## src/hdl/urs_defines.vh

```
// Register select constants, field positions and reset values for the UART register map.
`ifndef URS_DEFINES_VH
`define URS_DEFINES_VH
`define URS_ADDR_HOLD 3'h0
`define URS_ADDR_INT_EN 3'h1
`define URS_ADDR_INT_STAT 3'h2
`define URS_ADDR_LINE_CTL 3'h3
`define URS_ADDR_MODEM_CTL 3'h4
`define URS_ADDR_LINE_STAT 3'h5
`define URS_ADDR_MODEM_STAT 3'h6
`define URS_ADDR_SCRATCH 3'h7
`define URS_LINE_CTL_ENHANCED 8'hBF
`define URS_LINE_CTL_DIV_EN 7
`define URS_ENH_FUNC_ENH_EN 4
`define URS_FEAT_SCRATCH_SWAP 6
`define URS_FEAT_LEVEL_TX 7
`define URS_FIFO_CTL_EN 0
`define URS_FIFO_CTL_RX_FLUSH 1
`define URS_FIFO_CTL_TX_FLUSH 2
`define URS_MODE_SEL_CNT_TX 0
`define URS_ENH_MASK 8'hF0
`define URS_MODEM_CTL_ENH_MASK 8'hE0
`define URS_INT_STAT_ENH_MASK 6'h30
`define URS_FIFO_CTL_ENH_MASK 8'h30
`define URS_FRACTION_MASK 8'h0F
`define URS_RST_BYTE 8'h00
`define URS_RST_LINE_CTL 8'h00
`define URS_RST_MODEM_CTL 8'h00
`define URS_RST_DIV 8'h00
`define URS_FIFO_WIDTH 8
`define URS_FIFO_DEPTH 16
`define URS_FIFO_AW 4
// The revision and part codes below are arbitrary values.
`define URS_REV_CODE 8'h01
`define URS_PART_ID 8'h5C
`endif

```

## src/hdl/urs_regmap.v

```verilog
// UART channel register select map with receive and transmit byte FIFOs.
`timescale 1ns/10ps
`include "urs_defines.vh"

module urs_fifo #(
	parameter WIDTH = 8,
	parameter DEPTH = 16,
	parameter AW = 4
) (
	// Clock and reset.
	input wire clock_i,
	input wire rst_n_i,
	input wire flush_i,
	// Filling side.
	input wire [WIDTH-1:0] in_data_i,
	input wire in_valid_i,
	output wire in_ready_o,
	// Draining side.
	output wire [WIDTH-1:0] out_data_o,
	output wire out_valid_o,
	input wire out_ready_i,
	// Fill level.
	output wire [AW:0] count_o
);
	reg [WIDTH-1:0] mem [0:DEPTH-1];
	reg [AW-1:0] wr_ptr;
	reg [AW-1:0] rd_ptr;
	reg [AW:0] count;
	wire push;
	wire pop;

	assign in_ready_o = (count != DEPTH[AW:0]) & ~flush_i;
	assign out_valid_o = (count != {(AW+1){1'b0}}) & ~flush_i;
	assign push = in_valid_i & in_ready_o;
	assign pop = out_valid_o & out_ready_i;
	assign out_data_o = mem[rd_ptr];
	assign count_o = count;

	always @(posedge clock_i)
	begin
		if (push)
			mem[wr_ptr] <= in_data_i;
	end

	always @(posedge clock_i or negedge rst_n_i)
	begin
		if (!rst_n_i)
		begin
			wr_ptr <= {AW{1'b0}};
			rd_ptr <= {AW{1'b0}};
			count <= {(AW+1){1'b0}};
		end
		else if (flush_i)
		begin
			wr_ptr <= {AW{1'b0}};
			rd_ptr <= {AW{1'b0}};
			count <= {(AW+1){1'b0}};
		end
		else
		begin
			if (push)
				wr_ptr <= wr_ptr + {{(AW-1){1'b0}}, 1'b1};
			if (pop)
				rd_ptr <= rd_ptr + {{(AW-1){1'b0}}, 1'b1};
			if (push & ~pop)
				count <= count + {{AW{1'b0}}, 1'b1};
			else if (pop & ~push)
				count <= count - {{AW{1'b0}}, 1'b1};
		end
	end
endmodule // urs_fifo

// Functional notes
// - Host selects registers with three address lines while chip select is low.
// - Address 0, divisor enable clear: read receive byte, write transmit byte.
// - Divisor enable set, not 0xBF: addresses 0 and 1 reach divisor bytes.
// - Fractional divisor at address 2 needs divisor and enhanced enable; low nibble.
// - Zero divisor shows read-only revision and part codes at addresses 0, 1.
// - Address 1, divisor enable clear: interrupt enable register with six bits.
// - Address 2 read shows interrupt status, FIFO enabled bits and source code.
// - Address 2 write loads FIFO control: enable, flushes, DMA, triggers.
// - Line control at address 3 always reachable with its field layout.
// - Modem control at address 4 with handshake, loopback and enhanced bits.
// - Read-only line status at address 5 reports receive and transmit state.
// - Read-only modem status at address 6 with change flag and input states.
// - Address 7 with feature bit 6 clear is a scratch byte.
// - Address 7 read with feature bit 6 set returns FIFO fill level.
// - Address 7 write with feature bit 6 set loads enhanced mode select.
// - Line control 0xBF: address 0 writes trigger level, reads level count.
// - Line control 0xBF: addresses 1 and 2 reach feature and enhanced registers.
// - Line control 0xBF: addresses 4 to 7 hold the four flow characters.
// - Enhanced bits act and read only while enhanced enable is set.
module urs_regmap (
	// Clock and reset.
	input wire clock_i,
	input wire rst_n_i,
	// Host parallel bus pins.
	input wire cs_n_i,
	input wire [2:0] addr_i,
	input wire rd_n_i,
	input wire wr_n_i,
	input wire [7:0] data_i,
	output reg [7:0] data_o,
	output wire data_oe_o,
	// Receive byte stream from the serial receiver.
	input wire [7:0] rx_data_i,
	input wire rx_valid_i,
	output wire rx_ready_o,
	// Transmit byte stream to the serial transmitter.
	output wire [7:0] tx_data_o,
	output wire tx_valid_o,
	input wire tx_ready_i,
	input wire tx_idle_i,
	// Status from the serial core.
	input wire [3:0] line_error_i,
	input wire rx_fifo_error_i,
	input wire [5:0] int_source_i,
	input wire [3:0] modem_in_i,
	// Configuration toward the serial core.
	output reg [7:0] line_control_o,
	output reg [15:0] divisor_o,
	output reg [3:0] divisor_fraction_o,
	output reg [7:0] interrupt_enable_o,
	output reg [7:0] fifo_control_o,
	output reg [7:0] modem_control_o,
	output reg spare_output_one_o,
	output reg [7:0] feature_control_o,
	output reg [7:0] enhanced_function_o,
	output reg [7:0] enhanced_mode_select_o,
	output reg [7:0] fifo_trigger_level_o,
	output reg [7:0] flow_resume_char_1_o,
	output reg [7:0] flow_resume_char_2_o,
	output reg [7:0] flow_stop_char_1_o,
	output reg [7:0] flow_stop_char_2_o
);
	reg [1:0] rst_pipe;
	wire rst_sync_n;
	reg [13:0] pin_meta;
	reg [13:0] pin_sync;
	reg rd_prev;
	reg wr_prev;
	reg rd_active;
	reg [7:0] divisor_low;
	reg [7:0] divisor_high;
	reg [3:0] divisor_fraction;
	reg [7:0] interrupt_enable;
	reg [7:0] fifo_control;
	reg [7:0] line_control;
	reg [7:0] modem_control;
	reg [7:0] scratch_byte;
	reg [7:0] feature_control;
	reg [7:0] enhanced_function;
	reg [7:0] enhanced_mode_select;
	reg [7:0] fifo_trigger_level;
	reg [7:0] flow_resume_char_1;
	reg [7:0] flow_resume_char_2;
	reg [7:0] flow_stop_char_1;
	reg [7:0] flow_stop_char_2;
	reg cts_prev;
	reg delta_cts;
	reg rx_flush;
	reg tx_flush;
	reg [7:0] next_read;
	wire cs_s;
	wire rd_s;
	wire wr_s;
	wire [2:0] addr_s;
	wire [7:0] wdata_s;
	wire rd_start;
	wire wr_done;
	wire bf_mode;
	wire div_en;
	wire enh_en;
	wire div_zero;
	wire [7:0] enh_gate;
	wire [7:0] modem_gate;
	wire [5:0] int_source_masked;
	wire [7:0] rx_fifo_data;
	wire rx_fifo_valid;
	wire rx_pop;
	wire tx_push;
	wire tx_fifo_ready;
	wire [4:0] rx_count;
	wire [4:0] tx_count;
	wire [7:0] rx_level;
	wire [7:0] tx_level;
	wire [7:0] line_status;
	wire [7:0] modem_status;
	wire [7:0] interrupt_status;

	// Reset is asserted at once and released through two flip-flops.
	always @(posedge clock_i or negedge rst_n_i)
	begin
		if (!rst_n_i)
			rst_pipe <= 2'h0;
		else
			rst_pipe <= {rst_pipe[0], 1'b1};
	end
	assign rst_sync_n = rst_pipe[1];

	// Every host pin passes two flip-flops before the decode looks at it.
	always @(posedge clock_i or negedge rst_sync_n)
	begin
		if (!rst_sync_n)
		begin
			pin_meta <= 14'h0007;
			pin_sync <= 14'h0007;
		end
		else
		begin
			pin_meta <= {data_i, addr_i, wr_n_i, rd_n_i, cs_n_i};
			pin_sync <= pin_meta;
		end
	end
	assign cs_s = ~pin_sync[0];
	assign rd_s = ~pin_sync[1];
	assign wr_s = ~pin_sync[2];
	assign addr_s = pin_sync[5:3];
	assign wdata_s = pin_sync[13:6];

	// A read is taken as the strobe opens, a write as it closes with data settled.
	assign rd_start = rd_s & ~rd_prev & cs_s;
	assign wr_done = ~wr_s & wr_prev & cs_s;
	assign data_oe_o = rd_active & rd_s;

	assign bf_mode = (line_control == `URS_LINE_CTL_ENHANCED);
	assign div_en = line_control[`URS_LINE_CTL_DIV_EN];
	assign enh_en = enhanced_function[`URS_ENH_FUNC_ENH_EN];
	assign div_zero = (divisor_low == `URS_RST_DIV) & (divisor_high == `URS_RST_DIV);
	assign enh_gate = enh_en ? 8'hFF : ~`URS_ENH_MASK;
	assign modem_gate = enh_en ? 8'hFF : ~`URS_MODEM_CTL_ENH_MASK;

	// Receive and transmit paths each hold sixteen bytes.
	assign rx_pop = rd_start & (addr_s == `URS_ADDR_HOLD) & ~bf_mode & ~div_en;
	assign tx_push = wr_done & (addr_s == `URS_ADDR_HOLD) & ~bf_mode & ~div_en;

	urs_fifo #(
		.WIDTH(`URS_FIFO_WIDTH),
		.DEPTH(`URS_FIFO_DEPTH),
		.AW(`URS_FIFO_AW)
	) u_rx_fifo (
		.clock_i(clock_i),
		.rst_n_i(rst_sync_n),
		.flush_i(rx_flush),
		.in_data_i(rx_data_i),
		.in_valid_i(rx_valid_i),
		.in_ready_o(rx_ready_o),
		.out_data_o(rx_fifo_data),
		.out_valid_o(rx_fifo_valid),
		.out_ready_i(rx_pop),
		.count_o(rx_count)
	);

	urs_fifo #(
		.WIDTH(`URS_FIFO_WIDTH),
		.DEPTH(`URS_FIFO_DEPTH),
		.AW(`URS_FIFO_AW)
	) u_tx_fifo (
		.clock_i(clock_i),
		.rst_n_i(rst_sync_n),
		.flush_i(tx_flush),
		.in_data_i(wdata_s),
		.in_valid_i(tx_push),
		.in_ready_o(tx_fifo_ready),
		.out_data_o(tx_data_o),
		.out_valid_o(tx_valid_o),
		.out_ready_i(tx_ready_i),
		.count_o(tx_count)
	);

	assign rx_level = {3'h0, rx_count};
	assign tx_level = {3'h0, tx_count};
	assign line_status = {rx_fifo_error_i, ~tx_valid_o & tx_idle_i, tx_fifo_ready, line_error_i,
		rx_fifo_valid};
	assign modem_status = {modem_in_i, 3'h0, delta_cts};
	assign int_source_masked = int_source_i & (enh_en ? 6'h3F : ~`URS_INT_STAT_ENH_MASK);
	assign interrupt_status = {{2{fifo_control[`URS_FIFO_CTL_EN]}}, int_source_masked};

	// Read multiplexer, steered by line control, divisor and feature bits.
	always @*
	begin
		next_read = `URS_RST_BYTE;
		case (addr_s)
			`URS_ADDR_HOLD:
			begin
				if (bf_mode)
					next_read = feature_control[`URS_FEAT_LEVEL_TX] ? tx_level : rx_level;
				else if (div_en)
					next_read = div_zero ? `URS_REV_CODE : divisor_low;
				else
					next_read = rx_fifo_data;
			end
			`URS_ADDR_INT_EN:
			begin
				if (bf_mode)
					next_read = feature_control;
				else if (div_en)
					next_read = div_zero ? `URS_PART_ID : divisor_high;
				else
					next_read = interrupt_enable & enh_gate;
			end
			`URS_ADDR_INT_STAT:
			begin
				if (bf_mode)
					next_read = enhanced_function;
				else if (div_en & enh_en)
					next_read = {4'h0, divisor_fraction};
				else
					next_read = interrupt_status;
			end
			`URS_ADDR_LINE_CTL:
				next_read = line_control;
			`URS_ADDR_MODEM_CTL:
				next_read = bf_mode ? flow_resume_char_1 : modem_control & modem_gate;
			`URS_ADDR_LINE_STAT:
				next_read = bf_mode ? flow_resume_char_2 : line_status;
			`URS_ADDR_MODEM_STAT:
				next_read = bf_mode ? flow_stop_char_1 : modem_status;
			`URS_ADDR_SCRATCH:
			begin
				if (bf_mode)
					next_read = flow_stop_char_2;
				else if (feature_control[`URS_FEAT_SCRATCH_SWAP])
					next_read = enhanced_mode_select[`URS_MODE_SEL_CNT_TX] ? tx_level : rx_level;
				else
					next_read = scratch_byte;
			end
			default:
				next_read = `URS_RST_BYTE;
		endcase
	end

	// Strobe tracking, read data capture and modem change flag.
	always @(posedge clock_i or negedge rst_sync_n)
	begin
		if (!rst_sync_n)
		begin
			rd_prev <= 1'b0;
			wr_prev <= 1'b0;
			rd_active <= 1'b0;
			data_o <= `URS_RST_BYTE;
			cts_prev <= 1'b0;
			delta_cts <= 1'b0;
		end
		else
		begin
			rd_prev <= rd_s;
			wr_prev <= wr_s;
			if (rd_start)
			begin
				rd_active <= 1'b1;
				data_o <= next_read;
			end
			else if (~rd_s)
				rd_active <= 1'b0;
			cts_prev <= modem_in_i[0];
			// A fresh change wins over the clear that a status read makes.
			if (modem_in_i[0] != cts_prev)
				delta_cts <= 1'b1;
			else if (rd_start & (addr_s == `URS_ADDR_MODEM_STAT) & ~bf_mode)
				delta_cts <= 1'b0;
		end
	end

	// Register writes, decoded by address and the current select state.
	always @(posedge clock_i or negedge rst_sync_n)
	begin
		if (!rst_sync_n)
		begin
			divisor_low <= `URS_RST_DIV;
			divisor_high <= `URS_RST_DIV;
			divisor_fraction <= 4'h0;
			interrupt_enable <= `URS_RST_BYTE;
			fifo_control <= `URS_RST_BYTE;
			line_control <= `URS_RST_LINE_CTL;
			modem_control <= `URS_RST_MODEM_CTL;
			scratch_byte <= `URS_RST_BYTE;
			feature_control <= `URS_RST_BYTE;
			enhanced_function <= `URS_RST_BYTE;
			enhanced_mode_select <= `URS_RST_BYTE;
			fifo_trigger_level <= `URS_RST_BYTE;
			flow_resume_char_1 <= `URS_RST_BYTE;
			flow_resume_char_2 <= `URS_RST_BYTE;
			flow_stop_char_1 <= `URS_RST_BYTE;
			flow_stop_char_2 <= `URS_RST_BYTE;
			rx_flush <= 1'b0;
			tx_flush <= 1'b0;
		end
		else
		begin
			rx_flush <= 1'b0;
			tx_flush <= 1'b0;
			if (wr_done)
			begin
				case (addr_s)
					`URS_ADDR_HOLD:
					begin
						if (bf_mode)
							fifo_trigger_level <= wdata_s;
						else if (div_en)
							divisor_low <= wdata_s;
					end
					`URS_ADDR_INT_EN:
					begin
						if (bf_mode)
							feature_control <= wdata_s;
						else if (div_en)
							divisor_high <= wdata_s;
						else
							interrupt_enable <= wdata_s & 8'h3F;
					end
					`URS_ADDR_INT_STAT:
					begin
						if (bf_mode)
							enhanced_function <= wdata_s;
						else if (div_en & enh_en)
							divisor_fraction <= wdata_s[3:0];
						else
						begin
							// Flush bits act once and are not kept.
							fifo_control <= wdata_s & 8'hF9;
							rx_flush <= wdata_s[`URS_FIFO_CTL_RX_FLUSH];
							tx_flush <= wdata_s[`URS_FIFO_CTL_TX_FLUSH];
						end
					end
					`URS_ADDR_LINE_CTL:
						line_control <= wdata_s;
					`URS_ADDR_MODEM_CTL:
					begin
						if (bf_mode)
							flow_resume_char_1 <= wdata_s;
						else
							modem_control <= wdata_s;
					end
					`URS_ADDR_LINE_STAT:
					begin
						if (bf_mode)
							flow_resume_char_2 <= wdata_s;
					end
					`URS_ADDR_MODEM_STAT:
					begin
						if (bf_mode)
							flow_stop_char_1 <= wdata_s;
					end
					`URS_ADDR_SCRATCH:
					begin
						if (bf_mode)
							flow_stop_char_2 <= wdata_s;
						else if (feature_control[`URS_FEAT_SCRATCH_SWAP])
							enhanced_mode_select <= wdata_s;
						else
							scratch_byte <= wdata_s;
					end
					default:
						scratch_byte <= scratch_byte;
				endcase
			end
		end
	end

	// Configuration outputs, with enhanced fields held at zero while disabled.
	always @(posedge clock_i or negedge rst_sync_n)
	begin
		if (!rst_sync_n)
		begin
			line_control_o <= `URS_RST_LINE_CTL;
			divisor_o <= {`URS_RST_DIV, `URS_RST_DIV};
			divisor_fraction_o <= 4'h0;
			interrupt_enable_o <= `URS_RST_BYTE;
			fifo_control_o <= `URS_RST_BYTE;
			modem_control_o <= `URS_RST_MODEM_CTL;
			spare_output_one_o <= 1'b0;
			feature_control_o <= `URS_RST_BYTE;
			enhanced_function_o <= `URS_RST_BYTE;
			enhanced_mode_select_o <= `URS_RST_BYTE;
			fifo_trigger_level_o <= `URS_RST_BYTE;
			flow_resume_char_1_o <= `URS_RST_BYTE;
			flow_resume_char_2_o <= `URS_RST_BYTE;
			flow_stop_char_1_o <= `URS_RST_BYTE;
			flow_stop_char_2_o <= `URS_RST_BYTE;
		end
		else
		begin
			line_control_o <= line_control;
			divisor_o <= {divisor_high, divisor_low};
			divisor_fraction_o <= divisor_fraction & (enh_en ? 4'hF : 4'h0);
			interrupt_enable_o <= interrupt_enable & enh_gate;
			fifo_control_o <= fifo_control & (enh_en ? 8'hFF : ~`URS_FIFO_CTL_ENH_MASK);
			modem_control_o <= modem_control & modem_gate & 8'hFB;
			spare_output_one_o <= modem_control[2];
			feature_control_o <= feature_control;
			enhanced_function_o <= enhanced_function;
			enhanced_mode_select_o <= enhanced_mode_select;
			fifo_trigger_level_o <= fifo_trigger_level;
			flow_resume_char_1_o <= flow_resume_char_1;
			flow_resume_char_2_o <= flow_resume_char_2;
			flow_stop_char_1_o <= flow_stop_char_1;
			flow_stop_char_2_o <= flow_stop_char_2;
		end
	end
endmodule // urs_regmap

```

## config.mk

```make
export PLATFORM = sky130hd
export DESIGN_NAME = urs_regmap
export DESIGN_NICKNAME = d
export VERILOG_FILES = /design/src/hdl/urs_regmap.v
export VERILOG_INCLUDE_DIRS = /design/src /design/src/hdl
export SDC_FILE = /design/constraint.sdc
export NUM_CORES = 1
export LEC_CHECK = 0
export ABC_AREA = 1
export BUFFER_PORTS_ARGS = -buffer_cell sky130_fd_sc_hd__buf_4
export CAP_MARGIN = 20
export CORE_UTILIZATION = 60
export CTS_CLUSTER_DIAMETER = 60
export DETAILED_ROUTE_END_ITERATION = 10
export GPL_ROUTABILITY_DRIVEN = 0
export PLACE_DENSITY = 0.8
export REMOVE_ABC_BUFFERS = 1
export SLEW_MARGIN = 20
export SYNTH_ARGS = -nofsm -noshare
export SYNTH_HDL_FRONTEND = slang
export SYNTH_SLANG_ARGS = --single-unit
```

## constraint.sdc

```tcl
create_clock -name clock_i -period 19.2 [get_ports clock_i]
set_input_delay 0.96 -clock clock_i [delete_from_list [all_inputs] [get_ports clock_i]]
set_output_delay 0.96 -clock clock_i [all_outputs]
set_load 0.03 [all_outputs]
```

==> impl_metrics.prom <==
# TYPE chip_impl_metric gauge
chip_impl_metric{name="gr_util_met2",unit="%"} 50.02
chip_impl_info{name="most_frequent_standard_cell_in_the_layout_excluding_fill_and_tap_cells",value="nand2_1"} 1
chip_impl_metric{name="numClockSinks",unit=""} 559
chip_impl_metric{name="global_route.usage.total",unit="%"} 30.37
chip_impl_metric{name="tritoncts.num_buffers",unit=""} 54
chip_impl_info{name="hold_path_class",value="primary input to async pin"} 1
chip_impl_metric{name="maxClockFrequency",unit="GHz"} 0.2454
chip_impl_metric{name="die_area",unit="mm²"} 0.03751
chip_impl_metric{name="first_global_vias",unit=""} 15880
chip_impl_metric{name="final_min_period_over_clock_period",unit="%"} 21.23
chip_impl_metric{name="route.vias.total",unit=""} 15970
chip_impl_info{name="clock_tree_from_tritoncts",value="done"} 1
chip_impl_metric{name="clkLatencyLatePin",unit="ns"} 0.60
chip_impl_metric{name="grt.met3_usage",unit="%"} 5.097
chip_impl_metric{name="synthesis.area",unit="mm²"} 0.02204
chip_impl_metric{name="number_of_synthesized_flops_with_an_enable_pin",unit=""} 256
chip_impl_metric{name="holdBufCountCts",unit=""} 0
chip_impl_metric{name="synthArstFlopShare",unit="%"} 54.20
chip_impl_info{name="grt.busiest_layer",value="met2"} 1
chip_impl_info{name="final_cell_mix",value="nand2_1 (580), dfrtp_1 (295), edfxtp_1 (256)"} 1
chip_impl_metric{name="io_buffers",unit=""} 172
chip_impl_metric{name="floorplan.die.width",unit="µm"} 193.7
chip_impl_info{name="dominantRegCellSynth",value="dfrtp_1"} 1
chip_impl_metric{name="core",unit="mm²"} 0.03583
chip_impl_metric{name="arrival_time_worst_endpoint",unit="ns"} 3.12
chip_impl_metric{name="post-dp-hpwl",unit="µm"} 36260
chip_impl_metric{name="grt_antenna_before_repair",unit=""} 0
chip_impl_info{name="setup.worst_path.start_class",value="flop"} 1
chip_impl_metric{name="syn-mean-instance-area",unit="µm²"} 10.76
chip_impl_metric{name="first_pass_iters",unit=""} 6
chip_impl_metric{name="maxCapViolCount",unit=""} 0
chip_impl_info{name="rsz_0062_raised_after_global_routing",value="no"} 1
chip_impl_metric{name="setup_ws",unit="ns"} 15.12
chip_impl_metric{name="proportion_of_synthesized_chip_area_in_sequential_cells",unit="%"} 69.30
chip_impl_metric{name="layout-area-overhead-vs-synth",unit="%"} 15.51
chip_impl_metric{name="use_met1",unit="%"} 39.96
chip_impl_info{name="status",value="complete, no violations"} 1
chip_impl_metric{name="antenna-diode-count",unit=""} 0
chip_impl_metric{name="die-height",unit="µm"} 193.7
chip_impl_metric{name="initialDrtViolationCount",unit=""} 1762
chip_impl_metric{name="synthesis.instances",unit=""} 2049
chip_impl_metric{name="worst_pin_slew",unit="ns"} 0.9548
chip_impl_metric{name="synth_warnings",unit=""} 0
chip_impl_metric{name="cts.clk_slew.worst_paths",unit="ns"} 0.06
chip_impl_metric{name="wire_length_reported_by_the_detailed_router",unit="µm"} 56240
chip_impl_metric{name="postCtsSetupBuffers",unit=""} 0
chip_impl_info{name="clock-root-buffer",value="clkbuf_16"} 1
chip_impl_metric{name="postSynthRegisterBits",unit=""} 559
chip_impl_metric{name="total_leakage_power",unit="nW"} 11.40
chip_impl_metric{name="fin_tns_setup",unit="ns"} 0
chip_impl_metric{name="final_period_minus_worst_setup_slack",unit="ns"} 4.075
chip_impl_metric{name="worst-path-max-fanout",unit=""} 19
chip_impl_metric{name="drive_gt1_share",unit="%"} 13.15
chip_impl_metric{name="grt_start_max_net_pins",unit=""} 82
chip_impl_metric{name="vias_per_cell",unit=""} 5.906
chip_impl_metric{name="timing.final.hold_violations",unit=""} 0
chip_impl_metric{name="rows",unit=""} 69
chip_impl_metric{name="number_of_distinct_standard_cells_referenced_by_the_synthesized_netlist",unit=""} 45
chip_impl_metric{name="finish.net_count",unit=""} 2260
chip_impl_metric{name="final-setup-viol-count",unit=""} 0
chip_impl_metric{name="max_clock_buf_depth",unit=""} 3
chip_impl_info{name="crit_path_end_kind",value="output pin"} 1
chip_impl_metric{name="vdd_ir_drop_max",unit="V"} 0.0001020
chip_impl_metric{name="p_per_area",unit="mW/mm²"} 124.3
chip_impl_metric{name="ant_nets",unit=""} 0
chip_impl_metric{name="overflow",unit=""} 0
chip_impl_metric{name="initial_cell_density_of_the_core",unit="%"} 61.53
chip_impl_metric{name="route.detailed.wl_per_inst",unit="µm"} 20.80
chip_impl_metric{name="htree_num_levels",unit=""} 2
chip_impl_metric{name="post_cts_resized",unit=""} 0
chip_impl_info{name="timing.setup.critical_path_class",value="flop to output pin"} 1
chip_impl_metric{name="timing.critical_path.required",unit="ns"} 18.24
chip_impl_metric{name="worst_slew_margin_rel",unit="%"} 36.11
chip_impl_metric{name="setup_skew_after_layout",unit="ns"} 0.02372
chip_impl_metric{name="placement.setup.worst_slack",unit="ns"} 15.29
chip_impl_metric{name="grt_first_pass_wirelength",unit="µm"} 87860
chip_impl_metric{name="floorplan.io_pins",unit=""} 178
chip_impl_metric{name="timing_max_transition_violations_final",unit=""} 0
chip_impl_metric{name="drcViolationCount",unit=""} 0
[Yosys cell counts, drive strengths merged (3+ instances only)]
| library cell | number | area (µm²) |
|---|---|---|
| nand4 | 12 | 75.07 |
| o21ai | 203 | 1016 |
| nor2 | 152 | 603.1 |
| dfrtp | 297 | 7432 |
| edfxtp | 256 | 7687 |
| nand3b | 13 | 97.59 |
| nand2 | 584 | 2207 |
| nor3 | 7 | 50.05 |
| inv | 130 | 488.0 |
| a21oi | 44 | 220.2 |
| o211ai | 7 | 52.55 |
| xnor2 | 6 | 52.55 |
| nand3 | 166 | 845.8 |
| buf | 37 | 202.7 |
| o221ai | 7 | 61.31 |
| o22ai | 16 | 100.1 |
| xor2 | 4 | 35.03 |
| dfstp | 6 | 157.7 |
| clkinv | 5 | 20.01 |
| or2 | 3 | 18.77 |
| ha | 18 | 225.2 |
| a221oi | 9 | 78.83 |
| clkbuf | 55 | 206.5 |
[state kept, by name, summed over array words and instances, names as in the netlist, 14 cells and up]
register       count
u_rx_fifo.mem    128
u_tx_fifo.mem    128
divisor_o         16
pin_meta          14
pin_sync          14
[where the power goes]
group / leakage [nW] / internal (mW) / switching [mW]
sequential: 6.34 / 1.34 / 0.0790
clock: 0.912 / 0.650 / 0.448
combinational: 4.15 / 0.198 / 0.455
[through the flow]
| stage | instance area (µm²) | cells | hold WS [ns] | power, mW | util, % |
|---|---|---|---|---|---|
| floorplan | 21650 | 1961 | 0.3312 | 1.829 | - |
| global placement | 23580 | 2602 | 0.3187 | 2.043 | 65.82 |
| detailed placement | 23580 | 2602 | 0.3283 | 2.073 | 65.82 |
| CTS | 25430 | 2703 | 0.1228 | 3.161 | 70.99 |
| global route | 25460 | 2704 | 0.1311 | 3.286 | 71.07 |
| finish | 25460 | 2704 | 0.1348 | 3.166 | 71.07 |
[final cells by class]
cell class / count / area (µm²)
Sequential cell: 559 / 15280
Multi-Input combinational cell: 1267 / 5864
Inverter: 135 / 509.2
Fill cell: 2370 / 10370
Timing Repair Buffer: 181 / 1379
Clock inverter: 26 / 285.3
Tap cell: 461 / 576.8
Clock buffer: 75 / 1565
[cells by family (layout without fill, tap and decap cells)]
kind of cell | after synthesis | count (layout) | share of synthesized area, %
other | 2 | 6 | 0.03407
buffers and inverters | 227 | 417 | 4.160
DFF | 559 | 559 | 69.30
muxes | 1 | 1 | 0.04541
and+or+nand+nor | 937 | 937 | 17.68
AOI/OAI and AO/OA | 293 | 293 | 7.175
xor gates and xnor gates | 10 | 10 | 0.3973
adders and majority gates | 20 | 20 | 1.203
[layer usage]
layer | wire [µm] | vias up
li1 | - | 7148
met2 | 27380 | 909
met4 | 2505 | 0
met1 | 21490 | 7741
met5 | 0 | -
met3 | 4865 | 171
[final timing paths]
| check | slack [ns] | depth (start not counted) | endpoint | startpoint |
|---|---|---|---|---|
| worst max-delay path | 15.12 | 7 | tx_data_o[5] | u_tx_fifo.rd_ptr[1]$_DFFE_PN0P_ |
| worst min-delay path | 0.13 | 1 | rst_pipe[0]$_DFF_PN0_ | rst_n_i |
| worst max register to register | 15.13 | 14 | u_rx_fifo.count_o[4]$_DFFE_PN0P_ | line_control[7]$_DFFE_PN0P_ |
| worst min register to register | 0.32 | 0 | divisor_o[11]$_DFF_PN0_ | rst_pipe[1]$_DFF_PN0_ |
| max in group asynchronous | 16.93 | 2 | scratch_byte[3]$_DFFE_PN0P_ | rst_pipe[1]$_DFF_PN0_ |
| min in group clock_i | 0.34 | 0 | pin_sync[9]$_DFF_PN0_ | pin_meta[9]$_DFF_PN0_ |
[worst max-delay path, stage by stage, from the launching register on]
cell,delay [ns]
dfrtp_1,0.68
inv_1,0.38
nand2_1,0.41
a21oi_1,0.13
a221oi_1,0.37
o21ai_0,0.22
nand2_1,0.14
buf_4,0.18
Power figures use the tool's default switching activity.
